## config.mk

```make
export PLATFORM = sky130hd
export DESIGN_NAME = ocr_bank
export DESIGN_NICKNAME = d
export VERILOG_FILES = /design/src/verilog/ocr_bank.v
export VERILOG_INCLUDE_DIRS = /design/src /design/src/verilog
export SDC_FILE = /design/constraint.sdc
export NUM_CORES = 1
export LEC_CHECK = 0
export ABC_AREA = 1
export BUFFER_PORTS_ARGS = -buffer_cell sky130_fd_sc_hd__buf_4
export CORE_UTILIZATION = 40
export DETAILED_ROUTE_END_ITERATION = 10
export PLACE_DENSITY = 0.74
export SYNTH_ARGS = -nofsm -noshare
export SYNTH_HDL_FRONTEND = slang
export SYNTH_SLANG_ARGS = --single-unit
```

## constraint.sdc

```tcl
create_clock -name sys_clk_i -period 1.3 [get_ports sys_clk_i]
set_clock_uncertainty 0.2 [all_clocks]
set_input_delay 0.065 -clock sys_clk_i [delete_from_list [all_inputs] [get_ports sys_clk_i]]
set_output_delay 0.065 -clock sys_clk_i [all_outputs]
set_load 0.1 [all_outputs]
```

## src/verilog/ocr_defs.vh

```
// ocr_defs.vh: offsets, field positions and reset values of the osd control bank
// assumes: included by the bank module; 32-bit avalon word addressing in bytes
`ifndef OCR_DEFS_VH
`define OCR_DEFS_VH

// ==========================================================
// register byte offsets
`define OCR_OFF_CTRL1      6'h00
`define OCR_OFF_CTRL2      6'h04
`define OCR_OFF_CTRL3      6'h08
`define OCR_OFF_CTRL4      6'h0C
`define OCR_OFF_CTRL5      6'h10
`define OCR_OFF_IND        6'h14
`define OCR_OFF_CODE       6'h18

// ==========================================================
// ctrl1: scan mode, output polarity, enable
`define OCR_C1_SCAN_LO     0
`define OCR_C1_SCAN_HI     1
`define OCR_C1_OUTPOL      2
`define OCR_C1_EN          3
`define OCR_C1_W           4
`define OCR_C1_RST         4'h4
// ctrl2: sync polarities, shadow mode
`define OCR_C2_HPOL        0
`define OCR_C2_VPOL        1
`define OCR_C2_SH_LO       2
`define OCR_C2_SH_HI       3
`define OCR_C2_W           4
`define OCR_C2_RST         4'h4
// ctrl3: blink rate [1:0], blink duty [3:2]
`define OCR_C3_W           4
`define OCR_C3_RST         4'h0
// ctrl4: port function
`define OCR_C4_W           1
`define OCR_C4_RST         1'h0
// ctrl5: frame colour i,b,g,r [3:0], command bank [5:4]
`define OCR_C5_W           6
`define OCR_C5_RST         6'h04
// indirect: end [0], size lo [1], size hi [2], aux [3], colour i,b,g,r [7:4]
`define OCR_IND_W          8
`define OCR_IND_RST        8'h40
// display code kinds written to the code register
`define OCR_CODE_SPACE     2'h1
`define OCR_CODE_CR        2'h2
`define OCR_CODE_END       2'h3

// ==========================================================
// field positions of the split registers and of the code word
`define OCR_C3_RATE        0
`define OCR_C3_DUTY        2
`define OCR_C4_PORT        0
`define OCR_C5_FRAME       0
`define OCR_C5_BANK        4
`define OCR_CODE_AUX       2
`define OCR_CODE_COL       3
`define OCR_CODE_SIZE      7

// ==========================================================
// reset value of every field
`define OCR_SCAN_RST       2'h0
`define OCR_OUTPOL_RST     1'h1
`define OCR_EN_RST         1'h0
`define OCR_HPOL_RST       1'h0
`define OCR_VPOL_RST       1'h0
`define OCR_SHADOW_RST     2'h1
`define OCR_RATE_RST       2'h0
`define OCR_DUTY_RST       2'h0
`define OCR_PORT_RST       1'h0
`define OCR_FRAME_RST      4'h4
`define OCR_BANK_RST       2'h0
`define OCR_AUX_RST        1'h0
`define OCR_BG_RST         4'h4
`define OCR_SIZE_RST       2'h0
`define OCR_EOD_RST        1'h0

`endif

```

## src/verilog/ocr_bank.v

```verilog
// ocr_bank.v: control settings bank of an on-screen display generator
// assumes: avalon-mm master on sys_clk_i, single clock, async active-high reset
//
// Function
// - reset clears both scan mode bits, selecting single-rate 525/625 line operation.
// - reset sets output polarity bit, outputs active high.
// - reset clears display enable; display stays off until software enables.
// - reset clears hsync polarity bit, hsync input active low.
// - reset clears vsync polarity bit, vsync input active low.
// - reset loads shadow mode upper 0, lower 1: north-west shadowing.
// - reset clears blink rate bits: vsync frequency divided by sixteen.
// - reset clears blink duty bits: on-to-off ratio three to one.
// - reset clears port function bit: shared pin is general output port.
// - reset sets frame colour to blue only.
// - reset clears command bank bits: bank zero active.
// - auxiliary output low after reset until a space code changes it.
// - background blue after reset until a space code changes it.
// - character size cleared after reset; only carriage-return code changes it.
// - end-of-display flag cleared after reset; display continues.
`timescale 1ns/1ps
`include "ocr_defs.vh"

module ocr_bank (
   input  wire        sys_clk_i,
   input  wire        rst_i,
   input  wire        clk_en_i,
   input  wire [5:0]  avs_address_i,
   input  wire        avs_read_i,
   input  wire        avs_write_i,
   input  wire [31:0] avs_writedata_i,
   input  wire [3:0]  avs_byteenable_i,
   output reg  [31:0] avs_readdata_o,
   output wire        avs_waitrequest_o,
   output wire [1:0]  scan_mode_o,
   output wire        output_polarity_bit_o,
   output wire        display_enable_o,
   output wire        hsync_polarity_bit_o,
   output wire        vsync_polarity_bit_o,
   output wire [1:0]  shadow_mode_o,
   output wire [1:0]  blink_rate_o,
   output wire [1:0]  blink_duty_o,
   output wire        port_function_o,
   output wire [3:0]  frame_colour_o,
   output wire [1:0]  command_bank_o,
   output wire        auxiliary_output_o,
   output wire [3:0]  background_colour_o,
   output wire [1:0]  char_size_o,
   output wire        end_of_display_flag_o
);

   // ==========================================================
   // bus handshake
   // one wait cycle on every access so read data come from a flop;
   // a low clock enable holds the answer back rather than dropping it
   localparam [1:0]      ST_IDLE = 2'h1;
   localparam [1:0]      ST_ANS  = 2'h2;

   reg  [1:0]            st_q;
   reg  [1:0]            st_d;
   reg                   ack_q;
   wire                  req   = (avs_read_i | avs_write_i) & clk_en_i;
   wire                  ans   = ack_q & clk_en_i;
   wire                  wr_go = avs_write_i & ans & avs_byteenable_i[0];
   wire                  rd_ld = avs_read_i & ~ack_q & clk_en_i;

   assign avs_waitrequest_o = ~ans;

   always @* begin
      st_d = st_q;
      case (st_q)
         ST_IDLE: begin
            if (req) begin
               st_d = ST_ANS;
            end
         end
         ST_ANS: begin
            st_d = ST_IDLE;
         end
         default: begin
            st_d = ST_IDLE;
         end
      endcase
   end

   always @(posedge sys_clk_i or posedge rst_i) begin
      if (rst_i) begin
         st_q  <= ST_IDLE;
         ack_q <= 1'b0;
      end else if (clk_en_i) begin
         st_q  <= st_d;
         ack_q <= st_d[1];
      end
   end

   // ==========================================================
   // write strobes; writes without byte lane 0 are dropped
   wire                  we_c1   = wr_go & (avs_address_i == `OCR_OFF_CTRL1);
   wire                  we_c2   = wr_go & (avs_address_i == `OCR_OFF_CTRL2);
   wire                  we_c3   = wr_go & (avs_address_i == `OCR_OFF_CTRL3);
   wire                  we_c4   = wr_go & (avs_address_i == `OCR_OFF_CTRL4);
   wire                  we_c5   = wr_go & (avs_address_i == `OCR_OFF_CTRL5);
   wire                  we_code = wr_go & (avs_address_i == `OCR_OFF_CODE);

   // ==========================================================
   // directly controlled settings, one flop group per field
   // separate flops keep each reset value beside its field,
   // at the price of a wider readback concatenation

   // scan mode select, both bits
   reg  [1:0]            scan_q;

   always @(posedge sys_clk_i or posedge rst_i) begin
      if (rst_i) begin
         scan_q <= `OCR_SCAN_RST;
      end else if (we_c1) begin
         scan_q <= {avs_writedata_i[`OCR_C1_SCAN_HI], avs_writedata_i[`OCR_C1_SCAN_LO]};
      end
   end

   // output polarity
   reg                   outpol_q;

   always @(posedge sys_clk_i or posedge rst_i) begin
      if (rst_i) begin
         outpol_q <= `OCR_OUTPOL_RST;
      end else if (we_c1) begin
         outpol_q <= avs_writedata_i[`OCR_C1_OUTPOL];
      end
   end

   // display enable
   reg                   en_q;

   always @(posedge sys_clk_i or posedge rst_i) begin
      if (rst_i) begin
         en_q <= `OCR_EN_RST;
      end else if (we_c1) begin
         en_q <= avs_writedata_i[`OCR_C1_EN];
      end
   end

   // hsync input polarity
   reg                   hpol_q;

   always @(posedge sys_clk_i or posedge rst_i) begin
      if (rst_i) begin
         hpol_q <= `OCR_HPOL_RST;
      end else if (we_c2) begin
         hpol_q <= avs_writedata_i[`OCR_C2_HPOL];
      end
   end

   // vsync input polarity
   reg                   vpol_q;

   always @(posedge sys_clk_i or posedge rst_i) begin
      if (rst_i) begin
         vpol_q <= `OCR_VPOL_RST;
      end else if (we_c2) begin
         vpol_q <= avs_writedata_i[`OCR_C2_VPOL];
      end
   end

   // shadow mode select
   reg  [1:0]            shadow_q;

   always @(posedge sys_clk_i or posedge rst_i) begin
      if (rst_i) begin
         shadow_q <= `OCR_SHADOW_RST;
      end else if (we_c2) begin
         shadow_q <= {avs_writedata_i[`OCR_C2_SH_HI], avs_writedata_i[`OCR_C2_SH_LO]};
      end
   end

   // blink rate
   reg  [1:0]            rate_q;

   always @(posedge sys_clk_i or posedge rst_i) begin
      if (rst_i) begin
         rate_q <= `OCR_RATE_RST;
      end else if (we_c3) begin
         rate_q <= avs_writedata_i[`OCR_C3_RATE+1:`OCR_C3_RATE];
      end
   end

   // blink duty
   reg  [1:0]            duty_q;

   always @(posedge sys_clk_i or posedge rst_i) begin
      if (rst_i) begin
         duty_q <= `OCR_DUTY_RST;
      end else if (we_c3) begin
         duty_q <= avs_writedata_i[`OCR_C3_DUTY+1:`OCR_C3_DUTY];
      end
   end

   // port function of the shared pin
   reg                   port_q;

   always @(posedge sys_clk_i or posedge rst_i) begin
      if (rst_i) begin
         port_q <= `OCR_PORT_RST;
      end else if (we_c4) begin
         port_q <= avs_writedata_i[`OCR_C4_PORT];
      end
   end

   // frame background colour i,b,g,r
   reg  [3:0]            frame_q;

   always @(posedge sys_clk_i or posedge rst_i) begin
      if (rst_i) begin
         frame_q <= `OCR_FRAME_RST;
      end else if (we_c5) begin
         frame_q <= avs_writedata_i[`OCR_C5_FRAME+3:`OCR_C5_FRAME];
      end
   end

   // command bank select
   reg  [1:0]            bank_q;

   always @(posedge sys_clk_i or posedge rst_i) begin
      if (rst_i) begin
         bank_q <= `OCR_BANK_RST;
      end else if (we_c5) begin
         bank_q <= avs_writedata_i[`OCR_C5_BANK+1:`OCR_C5_BANK];
      end
   end

   // ==========================================================
   // indirectly controlled settings, changed only by display codes
   // code word: [1:0] kind, [2] aux, [6:3] colour i,b,g,r, [8:7] size
   wire [1:0]            code_kind = avs_writedata_i[1:0];
   wire                  code_sp   = we_code & (code_kind == `OCR_CODE_SPACE);
   wire                  code_cr   = we_code & (code_kind == `OCR_CODE_CR);

   // auxiliary output level
   reg                   aux_q;

   always @(posedge sys_clk_i or posedge rst_i) begin
      if (rst_i) begin
         aux_q <= `OCR_AUX_RST;
      end else if (code_sp) begin
         aux_q <= avs_writedata_i[`OCR_CODE_AUX];
      end
   end

   // background colour i,b,g,r
   reg  [3:0]            bg_q;

   always @(posedge sys_clk_i or posedge rst_i) begin
      if (rst_i) begin
         bg_q <= `OCR_BG_RST;
      end else if (code_sp) begin
         bg_q <= avs_writedata_i[`OCR_CODE_COL+3:`OCR_CODE_COL];
      end
   end

   // character size
   reg  [1:0]            size_q;

   always @(posedge sys_clk_i or posedge rst_i) begin
      if (rst_i) begin
         size_q <= `OCR_SIZE_RST;
      end else if (code_cr) begin
         size_q <= avs_writedata_i[`OCR_CODE_SIZE+1:`OCR_CODE_SIZE];
      end
   end

   // end of display; any code but the end code lets the display run on
   reg                   eod_q;

   always @(posedge sys_clk_i or posedge rst_i) begin
      if (rst_i) begin
         eod_q <= `OCR_EOD_RST;
      end else if (we_code) begin
         eod_q <= (code_kind == `OCR_CODE_END);
      end
   end

   // ==========================================================
   // read path; unmapped and write-only offsets read as zero
   // loaded while waitrequest is still high, so data stand at the answer
   wire [31:0]           rd_c1  = {28'h0000000, en_q, outpol_q, scan_q};
   wire [31:0]           rd_c2  = {28'h0000000, shadow_q, vpol_q, hpol_q};
   wire [31:0]           rd_c3  = {28'h0000000, duty_q, rate_q};
   wire [31:0]           rd_c4  = {31'h00000000, port_q};
   wire [31:0]           rd_c5  = {26'h0000000, bank_q, frame_q};
   wire [31:0]           rd_ind = {24'h000000, bg_q, aux_q, size_q, eod_q};

   always @(posedge sys_clk_i or posedge rst_i) begin
      if (rst_i) begin
         avs_readdata_o <= 32'h00000000;
      end else if (rd_ld) begin
         case (avs_address_i)
            `OCR_OFF_CTRL1: begin
               avs_readdata_o <= rd_c1;
            end
            `OCR_OFF_CTRL2: begin
               avs_readdata_o <= rd_c2;
            end
            `OCR_OFF_CTRL3: begin
               avs_readdata_o <= rd_c3;
            end
            `OCR_OFF_CTRL4: begin
               avs_readdata_o <= rd_c4;
            end
            `OCR_OFF_CTRL5: begin
               avs_readdata_o <= rd_c5;
            end
            `OCR_OFF_IND: begin
               avs_readdata_o <= rd_ind;
            end
            default: begin
               avs_readdata_o <= 32'h00000000;
            end
         endcase
      end
   end

   // ==========================================================
   // setting outputs
   // host must program settings not covered above itself
   assign scan_mode_o           = scan_q;
   assign output_polarity_bit_o = outpol_q;
   assign display_enable_o      = en_q;
   assign hsync_polarity_bit_o  = hpol_q;
   assign vsync_polarity_bit_o  = vpol_q;
   assign shadow_mode_o         = shadow_q;
   assign blink_rate_o          = rate_q;
   assign blink_duty_o          = duty_q;
   assign port_function_o       = port_q;
   assign frame_colour_o        = frame_q;
   assign command_bank_o        = bank_q;
   assign auxiliary_output_o    = aux_q;
   assign background_colour_o   = bg_q;
   assign char_size_o           = size_q;
   assign end_of_display_flag_o = eod_q;

endmodule

```

==> results of run 1 <==
## cell usage in the layout (no fill, tap or decap), drive strengths merged, types with 2 or more instances in the layout
master	netlist	final
nand2	67	67
dfstp	5	5
dfrtp	32	32
a22oi	2	2
conb	1	24
nor2	11	11
nand3	20	21
inv	23	23
nand4	4	4
buf	25	80
o21ai	32	32
dlygate4sd3	0	13
clkbuf	1	8
## sequential cells by signal, summed over array words and instances, names as in the netlist
register / count
scan_mode_o: 2
background_colour_o: 4
st_q: 2
auxiliary_output_o: 1
vsync_polarity_bit_o: 1
char_size_o: 2
avs_readdata_o: 8
blink_rate_o: 2
port_function_o: 1
shadow_mode_o: 2
frame_colour_o: 4
end_of_display_flag_o: 1
output_polarity_bit_o: 1
command_bank_o: 2
hsync_polarity_bit_o: 1
display_enable_o: 1
blink_duty_o: 2
## power by group through the flow
| stage | Clock, µW | Sequential [µW] | Combinational, µW |
|---|---|---|---|
| 2_1_floorplan | 0 | 1380 | 502 |
| 3_3_place_gp | 0 | 1250 | 737 |
| 3_5_place_dp | 0 | 1250 | 743 |
| 4_1_cts | 836 | 1220 | 808 |
| 5_1_grt | 884 | 1230 | 878 |
| 6_report | 825 | 1230 | 841 |
## critical path, delay by kind of cell (launching register included)
kind / cells / cell delay, ps
simple gates: 4 / 580
buf+inv: 1 / 160
flops: 1 / 370
compound gates: 1 / 80
## stage by stage
step | setup TNS, ps | area, µm² | total power [µW] | hold WS [ps] | instances
floorplan | -200 | 2090 | 1880 | -38.6 | 251
global placement | -1820 | 2510 | 1980 | -59.8 | 348
detailed placement | -2850 | 2510 | 1990 | -55.8 | 348
CTS | -3390 | 2940 | 2870 | 5.20 | 378
global route | -6860 | 3080 | 2990 | 15.4 | 379
finish | -4930 | 3080 | 2890 | -3.38 | 379
## cells by family after synthesis
logic type	synth area share (%)
simple gates	26.1
other cells	0.197
buf+inv	14.4
compound gates	10.4
flops	48.9
## routing by layer
| layer | GRT usage, % | vias to the layer above | share of wire, % |
|---|---|---|---|
| met5 | 0 | - | 0 |
| li1 | - | 890 | - |
| met4 | 6.89 | 0 | 1.5 |
| met1 | 29.8 | 889 | 42 |
| met2 | 36.4 | 75 | 51 |
| met3 | 3.42 | 9 | 5.1 |
## what timing repair did
| action | CTS | global route |
|---|---|---|
| buffers inserted | 6 | 2 |
| resized for setup | 43 | 43 |
| hold buffers | 15 | 0 |
| endpoints found under the hold margin | 61 | 0 |
| endpoints found under the setup margin | 33 | 43 |
| cloned | 1 | 1 |
| pin swaps | 5 | 15 |
## path summary, 6_finish.rpt
kind,from,to,slack [ps],cells after the start
setup / recovery,st_q[1],auxiliary_output_o,-220,6
hold / removal,avs_address_i[3],port_function_o,-3,5
setup reg to reg,st_q[1],auxiliary_output_o,-220,6
hold reg to reg,avs_readdata_o[2],avs_readdata_o[2],290,2
max in group asynchronous,rst_i,background_colour_o[2],460,4
min in group asynchronous,rst_i,avs_readdata_o[5],180,4
## area by class of cell
type	instances	area [µm²]
multi-input combinational	166	965
fill	325	1400
tap	52	65.1
sequential	37	1000
timing repair buffer	93	870
clock buffer	8	90.1
inverter	23	86.3
==> results_dict.tcl, run 1 <==
set metrics [dict create \
    gp_congestion 0.826 \
    io_buffers 56 \
    yosysMostFrequentCell "nand2_1" \
    vias_per_cell 4.92 \
    violations "design-rule violations, negative hold slack, negative setup slack" \
    combPwrFrac_pct 29.0 \
    fp-row-count 24 \
    worst-path-max-fanout 5 \
    layout-drive-gt1-share_pct 52.6 \
    yosysWarnings 0 \
    swShare_pct 37.1 \
    synth_top_flop_cell "dfrtp_1" \
    syn_to_final_growth_pct 61.3 \
    worstPathArrival_ps 1480 \
    crit_slowest_cell "dfrtp_1" \
    cp-end-kind "flip-flop" \
    postLayoutCoreUtil_pct 68.8 \
    dpl.hpwl_mm 3.55 \
    p_per_area_mw_per_mm2 940 \
    min_period_ps 1520 \
    hold_viol_final 1 \
    period_share_pct 117 \
    cts_tree "built" \
    drtPass1Iterations 7 \
    async_flop_share_pct 100 \
    min_path_type "input port to flip-flop" \
    die_area_mm2 0.00505 \
    netlist.area_leader.share_pct 42.0 \
    cts_num_sinks 37 \
    synth_area_leaders "dfrtp_1, nand2_1, buf_4, dfstp_2, o21ai_0" \
    critPathMaxStageDelay_ps 370 \
    seqPwrFrac_pct 42.5 \
    rsz0062_at_grt "yes" \
    core-area_mm2 0.00447 \
    worstPathRequired_ps 1260 \
    die_w_um 71.1 \
    htree_levels 2 \
    cts-root-buf "clkbuf_8" \
    syn_inst 228 \
    antenna_found_initial 0 \
    internal_power_uw 1820 \
    totalWireLength_mm 5.50 \
    synthTopCellsByCount "nand2_1, dfrtp_1, buf_4" \
    cts_buffer_depth 2 \
    grt_use_total_pct 22.0 \
    cts_buffers 5 \
    ant_nets 0 \
    ys_ff_latch 37 \
    io-pin-count 107 \
    grt_first_pass_wirelength_mm 8.58 \
    slew_viol_final 0 \
    grt_max_degree 38 \
    wire_per_inst_um 14.5 \
    grt_pass1_vias 1747 \
    die_h_um 71.1 \
    syn-cell-area_mm2 0.00191 \
    place_ws_ps -173 \
    synth_edf_count 0 \
    setup_viol 31 \
    diodes 0 \
    insertion_delay_ps 290 \
    holdWs_ps -3.38 \
    clkPwrFrac_pct 28.5 \
    num_vias 1863 \
    syn_area_per_cell_um2 8.37 \
    ys_seq_area_share_pct 48.9 \
    max-vdd-ir-drop_uv 618 \
    yosysUniqueCellTypes 24 \
    crit_chain "nand4_1, nor3_4, buf_6, nand3_4, nand2_1, o21ai_1" \
    p_sw_uw 1080 \
    overflow 0 \
    crit_type "flip-flop to flip-flop" \
    clkTransAtPathRegs_ps 70 \
    first_iter_violations 189 \
    status "complete, but fails checks" \
    startpoint_type "flip-flop" \
    fmax_mhz 656 \
    route.detailed.drc 16 \
    initial_core_util_pct 42.6 \
    drv_cap 0 \
    yosysTopAreaCell "dfrtp_1" \
    worst_slack_ps -224 \
    nets 373 \
    power.leakage_uw 0.00148 \
]
Note: power is estimated with default switching activity, not from simulation.
==> inputs of run 2 (changes only) <==
--- a/config.mk
+++ b/config.mk
@@ -10,7 +10,7 @@
 export BUFFER_PORTS_ARGS = -buffer_cell sky130_fd_sc_hd__buf_4
 export CORE_UTILIZATION = 40
 export DETAILED_ROUTE_END_ITERATION = 10
-export PLACE_DENSITY = 0.74
+export PLACE_DENSITY = 0.78
 export SYNTH_ARGS = -nofsm -noshare
 export SYNTH_HDL_FRONTEND = slang
 export SYNTH_SLANG_ARGS = --single-unit
==> run 2 against run 1 <==
  * The flow finishes with violations (design-rule violations, negative setup slack)
  * First-iteration DRC count rose by 9.5%
  * Cell area rose by 3.0%
  * Worst hold slack improved by 27 ps
  * Register-to-register slack got worse by 120 ps
  * Non-clock buffer count rose by 3
  * Die area did not move
  * Cell count rose by 0.79%
  * Setup slack got worse by 120 ps
==> results_dict.tcl, run 2 (synthesized netlist as in run 1, its figures left out) <==
set metrics [dict create \
    status "complete, but fails checks" \
    violations "design-rule violations, negative setup slack" \
    grt_pass1_vias 1955 \
    p_total_uw 2960 \
    diodes 0 \
    route.detailed.drc 4 \
    cts_buffers 5 \
    io-pin-count 107 \
    die_h_um 71.1 \
    overflow 0 \
    syn_to_final_growth_pct 66.1 \
    drtPass1Iterations 7 \
    crit_slowest_cell "dfrtp_1" \
    cts_num_sinks 37 \
    period_share_pct 126 \
    critPathMaxStageDelay_ps 360 \
    cts_tree "built" \
    insertion_delay_ps 290 \
    worstPathRequired_ps 1260 \
    regMostFlops "avs_readdata_o" \
    final_common_cell "buf_4" \
    clkTransAtPathRegs_ps 80 \
    totalWireLength_mm 6.22 \
    rsz0062_at_grt "yes" \
    cp-end-kind "flip-flop" \
    startpoint "st_q[1]" \
    top_usage_layer "met2" \
    num_vias 1972 \
    fp-row-count 24 \
    fmax_mhz 609 \
    die_w_um 71.1 \
    hold_viol_final 0 \
    vias_per_cell 5.16 \
    slew_viol_final 0 \
    io_buffers 56 \
    crit_chain "nand4_1, nor3_4, buf_6, nand3_4, nand2_1, o21ai_1" \
    gp_congestion 0.848 \
    holdWs_ps 24.0 \
    grt_use_total_pct 25.5 \
    min-delay-start "avs_writedata_i[0]" \
    die_area_mm2 0.00505 \
    htree_levels 2 \
    grt_util_met1_pct 30.3 \
    worst-path-max-fanout 5 \
    final_cell_mix "buf_4, nand2_1, conb_1" \
    fillerInstances 313 \
    layout-drive-gt1-share_pct 55.2 \
    antenna_found_initial 0 \
    grt_util_met3_pct 5.70 \
    crit_type "flip-flop to flip-flop" \
    grt_first_pass_wirelength_mm 9.65 \
    grt_max_degree 38 \
    postLayoutCoreUtil_pct 70.8 \
    max-vdd-ir-drop_uv 581 \
    met2_usage_pct 42.6 \
    core-area_mm2 0.00447 \
    p_per_area_mw_per_mm2 935 \
    worst_slack_ps -341 \
    drv_cap 0 \
    initial_core_util_pct 42.6 \
    place_ws_ps -162 \
    wire_per_inst_um 16.3 \
    setup_viol 35 \
    cts-root-buf "clkbuf_8" \
    startpoint_type "flip-flop" \
    power.leakage_uw 0.00151 \
    min_period_ps 1640 \
    dpl.hpwl_mm 3.59 \
    first_iter_violations 207 \
    reg2reg_from "st_q[1]" \
    nets 376 \
    min_path_type "input port to flip-flop" \
    worstPathArrival_ps 1600 \
    cts_buffer_depth 2 \
    largest_reg_flops 8 \
    ant_nets 0 \
]
-- run 2: changes by cell type in the layout (fill, tap and decap cells not counted), moves of 2 or more --
cell | previous run | this run
inv_1 | 18 | 16
o21ai_1 | 22 | 19
buf_6 | 17 | 19
nand2_1 | 47 | 44
inv_4 | 0 | 2
o21ai_2 | 6 | 9
nand3_4 | 4 | 6
nand3_2 | 9 | 7
nand2_4 | 0 | 4
-- run 2: cell type report --
cell class	instances	area, µm²	share of cell area [%]
inverters	23	91.3	2.88
multi-input cells	166	1020	32.1
well taps	52	65.1	2.05
clock buffers	8	90.1	2.84
flip-flops and latches	37	1000	31.6
repair buffers	96	902	28.5
-- run 2: routing by layer --
| metal | wire [µm] | up-vias |
|---|---|---|
| li1 | - | 895 |
| met1 | 2310 | 941 |
| met2 | 3230 | 119 |
| met3 | 488 | 17 |
| met4 | 187 | 0 |
| met5 | 0 | - |
-- run 2: worst paths after layout --
path | end | slack (ps) | depth (start not counted)
setup / recovery | background_colour_o[1] | -340 | 6
hold / removal | port_function_o | 20 | 3
setup reg to reg | background_colour_o[1] | -340 | 6
hold reg to reg | avs_readdata_o[7] | 290 | 2
max in group asynchronous | background_colour_o[2] | 460 | 4
min in group asynchronous | blink_duty_o[0] | 180 | 4
-- run 2: metrics by stage --
step                area (µm²)  cells  TNS (ps)
floorplan                 2090    251      -200
global placement          2500    346     -1720
detailed placement        2500    346     -2930
CTS                       2980    378     -3540
global route              3170    382     -8230
finish                    3170    382     -6800
-- run 2: timing repair --
action,CTS,global route
setup buffers,7,5
cloned,2,1
endpoints found under the setup margin,31,47
pin swaps,7,19
gates resized for setup,55,51
hold buffers,15,1
endpoints found under the hold margin,59,1
-- run 2: where the power goes --
part	internal [µW]	leakage (µW)	switching [µW]
Combinational	216	0.00102	688
Clock	432	0.0000455	396
Sequential	1200	0.000445	32.8
-- run 2: worst max-delay path: cells and delay by family, from the launching register on --
kind	cells	cell delay [ps]
AND/OR/NAND/NOR	4	710
flip-flops	1	360
buffers and inverters	1	150
AO/OA/AOI/OAI	1	80
==> inputs of run 3 (changes only) <==
--- a/config.mk
+++ b/config.mk
@@ -6,7 +6,7 @@
 export SDC_FILE = /design/constraint.sdc
 export NUM_CORES = 1
 export LEC_CHECK = 0
-export ABC_AREA = 1
+export ABC_AREA = 0
 export BUFFER_PORTS_ARGS = -buffer_cell sky130_fd_sc_hd__buf_4
 export CORE_UTILIZATION = 40
 export DETAILED_ROUTE_END_ITERATION = 10
==> run 3 against run 2 <==
  * Synthesized cell count decreased by 27%
  * Die area increased by 4.5%
  * Sequential share of layout area decreased by 2.8 points
  * Register-to-register slack got worse by 140 ps
  * Via count decreased by 15%
  * Flip-flop and latch count unchanged
  * Sequential power about the same
  * The flow finishes with violations (negative hold slack, negative setup slack)
  * Synthesized area increased by 4.7%
  * Largest cell class is now buffers
  * Worst hold slack got worse by 64 ps
  * First-iteration DRC count decreased by 65%
==> results_dict.tcl, run 3 <==
set metrics [dict create \
    drtPass1Iterations 5 \
    clkTransAtPathRegs_ps 70 \
    holdWs_ps -39.7 \
    yosysUniqueCellTypes 42 \
    crit_type "flip-flop to flip-flop" \
    gp_congestion 0.767 \
    startpoint "st_q[1]" \
    min_path_type "input port to flip-flop" \
    crit_slowest_cell "or4_4" \
    regMostFlops "avs_readdata_o" \
    wire_per_inst_um 17.1 \
    totalWireLength_mm 5.91 \
    antenna_found_initial 0 \
    initial_core_util_pct 42.0 \
    grt_first_pass_wirelength_mm 9.30 \
    async_flop_share_pct 100 \
    io-pin-count 107 \
    place_ws_ps -744 \
    rsz0062_at_grt "yes" \
    reg2reg_from "st_q[1]" \
    hold_viol_final 2 \
    nets 325 \
    yosysMostFrequentCell "dfrtp_1" \
    syn-cell-area_mm2 0.00200 \
    ys_seq_area_share_pct 46.7 \
    worstPathRequired_ps 1280 \
    synth_edf_count 0 \
    violations "negative hold slack, negative setup slack" \
    yosysWarnings 0 \
    cts_num_sinks 37 \
    grt_max_degree 38 \
    yosysTopAreaCell "dfrtp_1" \
    status "complete, but fails checks" \
    largest_reg_flops 8 \
    io_buffers 56 \
    cts-root-buf "clkbuf_8" \
    period_share_pct 137 \
    synth_top_flop_cell "dfrtp_1" \
    cts_buffers 5 \
    p_per_area_mw_per_mm2 964 \
    ys_ff_latch 37 \
    syn_inst 167 \
    synth_area_leaders "dfrtp_1, buf_4, mux2_2, mux2_4, dfstp_2" \
    ant_nets 0 \
    cp-end-kind "flip-flop" \
    insertion_delay_ps 300 \
    netlist.area_leader.share_pct 40.1 \
    num_vias 1668 \
    die_w_um 72.7 \
    worst-path-max-fanout 6 \
    diodes 0 \
    worstPathArrival_ps 1760 \
    layout-drive-gt1-share_pct 67.7 \
    min_period_ps 1780 \
    critPathMaxStageDelay_ps 510 \
    slew_viol_final 0 \
    fp-row-count 25 \
    synthTopCellsByCount "dfrtp_1, buf_4, mux2_2" \
    syn_area_per_cell_um2 12.0 \
    fmax_mhz 561 \
    cts_tree "built" \
    power.leakage_uw 0.00169 \
    min-delay-start "avs_address_i[5]" \
    p_total_uw 3330 \
    crit_chain "nand4_1, buf_6, or4_4, mux2_4" \
    worst_slack_ps -482 \
    grt_use_total_pct 24.5 \
    die_h_um 72.7 \
    first_iter_violations 73 \
    startpoint_type "flip-flop" \
    setup_viol 43 \
    final_common_cell "buf_4" \
    final_cell_mix "buf_4, mux2_4, conb_1" \
    die_area_mm2 0.00528 \
    vias_per_cell 4.82 \
    cts_buffer_depth 2 \
    dpl.hpwl_mm 3.81 \
    max-vdd-ir-drop_uv 654 \
    core-area_mm2 0.00475 \
    overflow 0 \
    ctsHoldBuffers 13 \
    drv_cap 0 \
    htree_levels 2 \
    syn_to_final_growth_pct 73.1 \
    route.detailed.drc 0 \
    grt_pass1_vias 1784 \
]
run 3: layer usage:
| layer | GRT usage, % | vias to the layer above | share of wire (%) |
|---|---|---|---|
| met2 | 44.2 | 63 | 54 |
| met5 | 0 | - | 0 |
| met1 | 28.2 | 827 | 40 |
| met3 | 6.63 | 7 | 4.4 |
| li1 | - | 771 | - |
| met4 | 7.84 | 0 | 1.4 |
run 3: final cells by class:
type,count,area (µm²)
Fill cell,327,1300
Multi-Input combinational cell,118,1120
Tap cell,67,83.8
Clock buffer,7,86.3
Sequential cell,37,995
Timing Repair Buffer,113,1130
Clock inverter,1,30.0
Inverter,3,11.3
run 3: through the flow:
stage	std cells	hold slack, ps	TNS (ps)	utilization [%]	instance area, µm²
2_1_floorplan	190	-7.58	-14250	-	2170
3_3_place_gp	318	-62.9	-19290	57.4	2730
6_report	346	-39.7	-14360	72.7	3460
3_5_place_dp	318	-64.4	-19910	57.4	2730
4_1_cts	345	-66.8	-13870	70.2	3340
5_1_grt	346	-35.6	-16270	72.7	3460
run 3: power breakdown:
part           switching [µW]  leakage [µW]  internal, µW
clock                     412     0.0000585           625
combinational             737       0.00118           321
sequential               32.1      0.000452          1200
run 3: logic make-up after synthesis:
group,count (synthesis),synth area share [%]
DFF,37,46.7
buffers and inverters,35,11.6
AOI/OAI and AO/OA,18,7.02
other,1,0.188
muxes,35,21.3
and+or+nand+nor,41,13.2
run 3: final timing paths:
path | cells after the start | slack, ps | endpoint
worst max-delay path | 4 | -480 | frame_colour_o[1]
worst min-delay path | 4 | -40 | avs_readdata_o[4]
worst max register to register | 4 | -480 | frame_colour_o[1]
worst min register to register | 2 | 310 | avs_readdata_o[6]
max in group asynchronous | 4 | 470 | output_polarity_bit_o
min in group asynchronous | 4 | 170 | avs_readdata_o[5]
run 3: what timing repair did:
action                                  in CTS  in global routing
buffers inserted                             6                  5
pin swaps                                   10                 11
endpoints found under the hold margin       67                  2
gates resized for setup                     74                 31
endpoints found under the setup margin      47                 53
run 3: critical path: cells and delay by family (launching register included):
kind	cells	cell delay (ps)
multiplexers	1	330
flip-flops	1	370
buffers and inverters	1	150
AND/OR/NAND/NOR	2	610
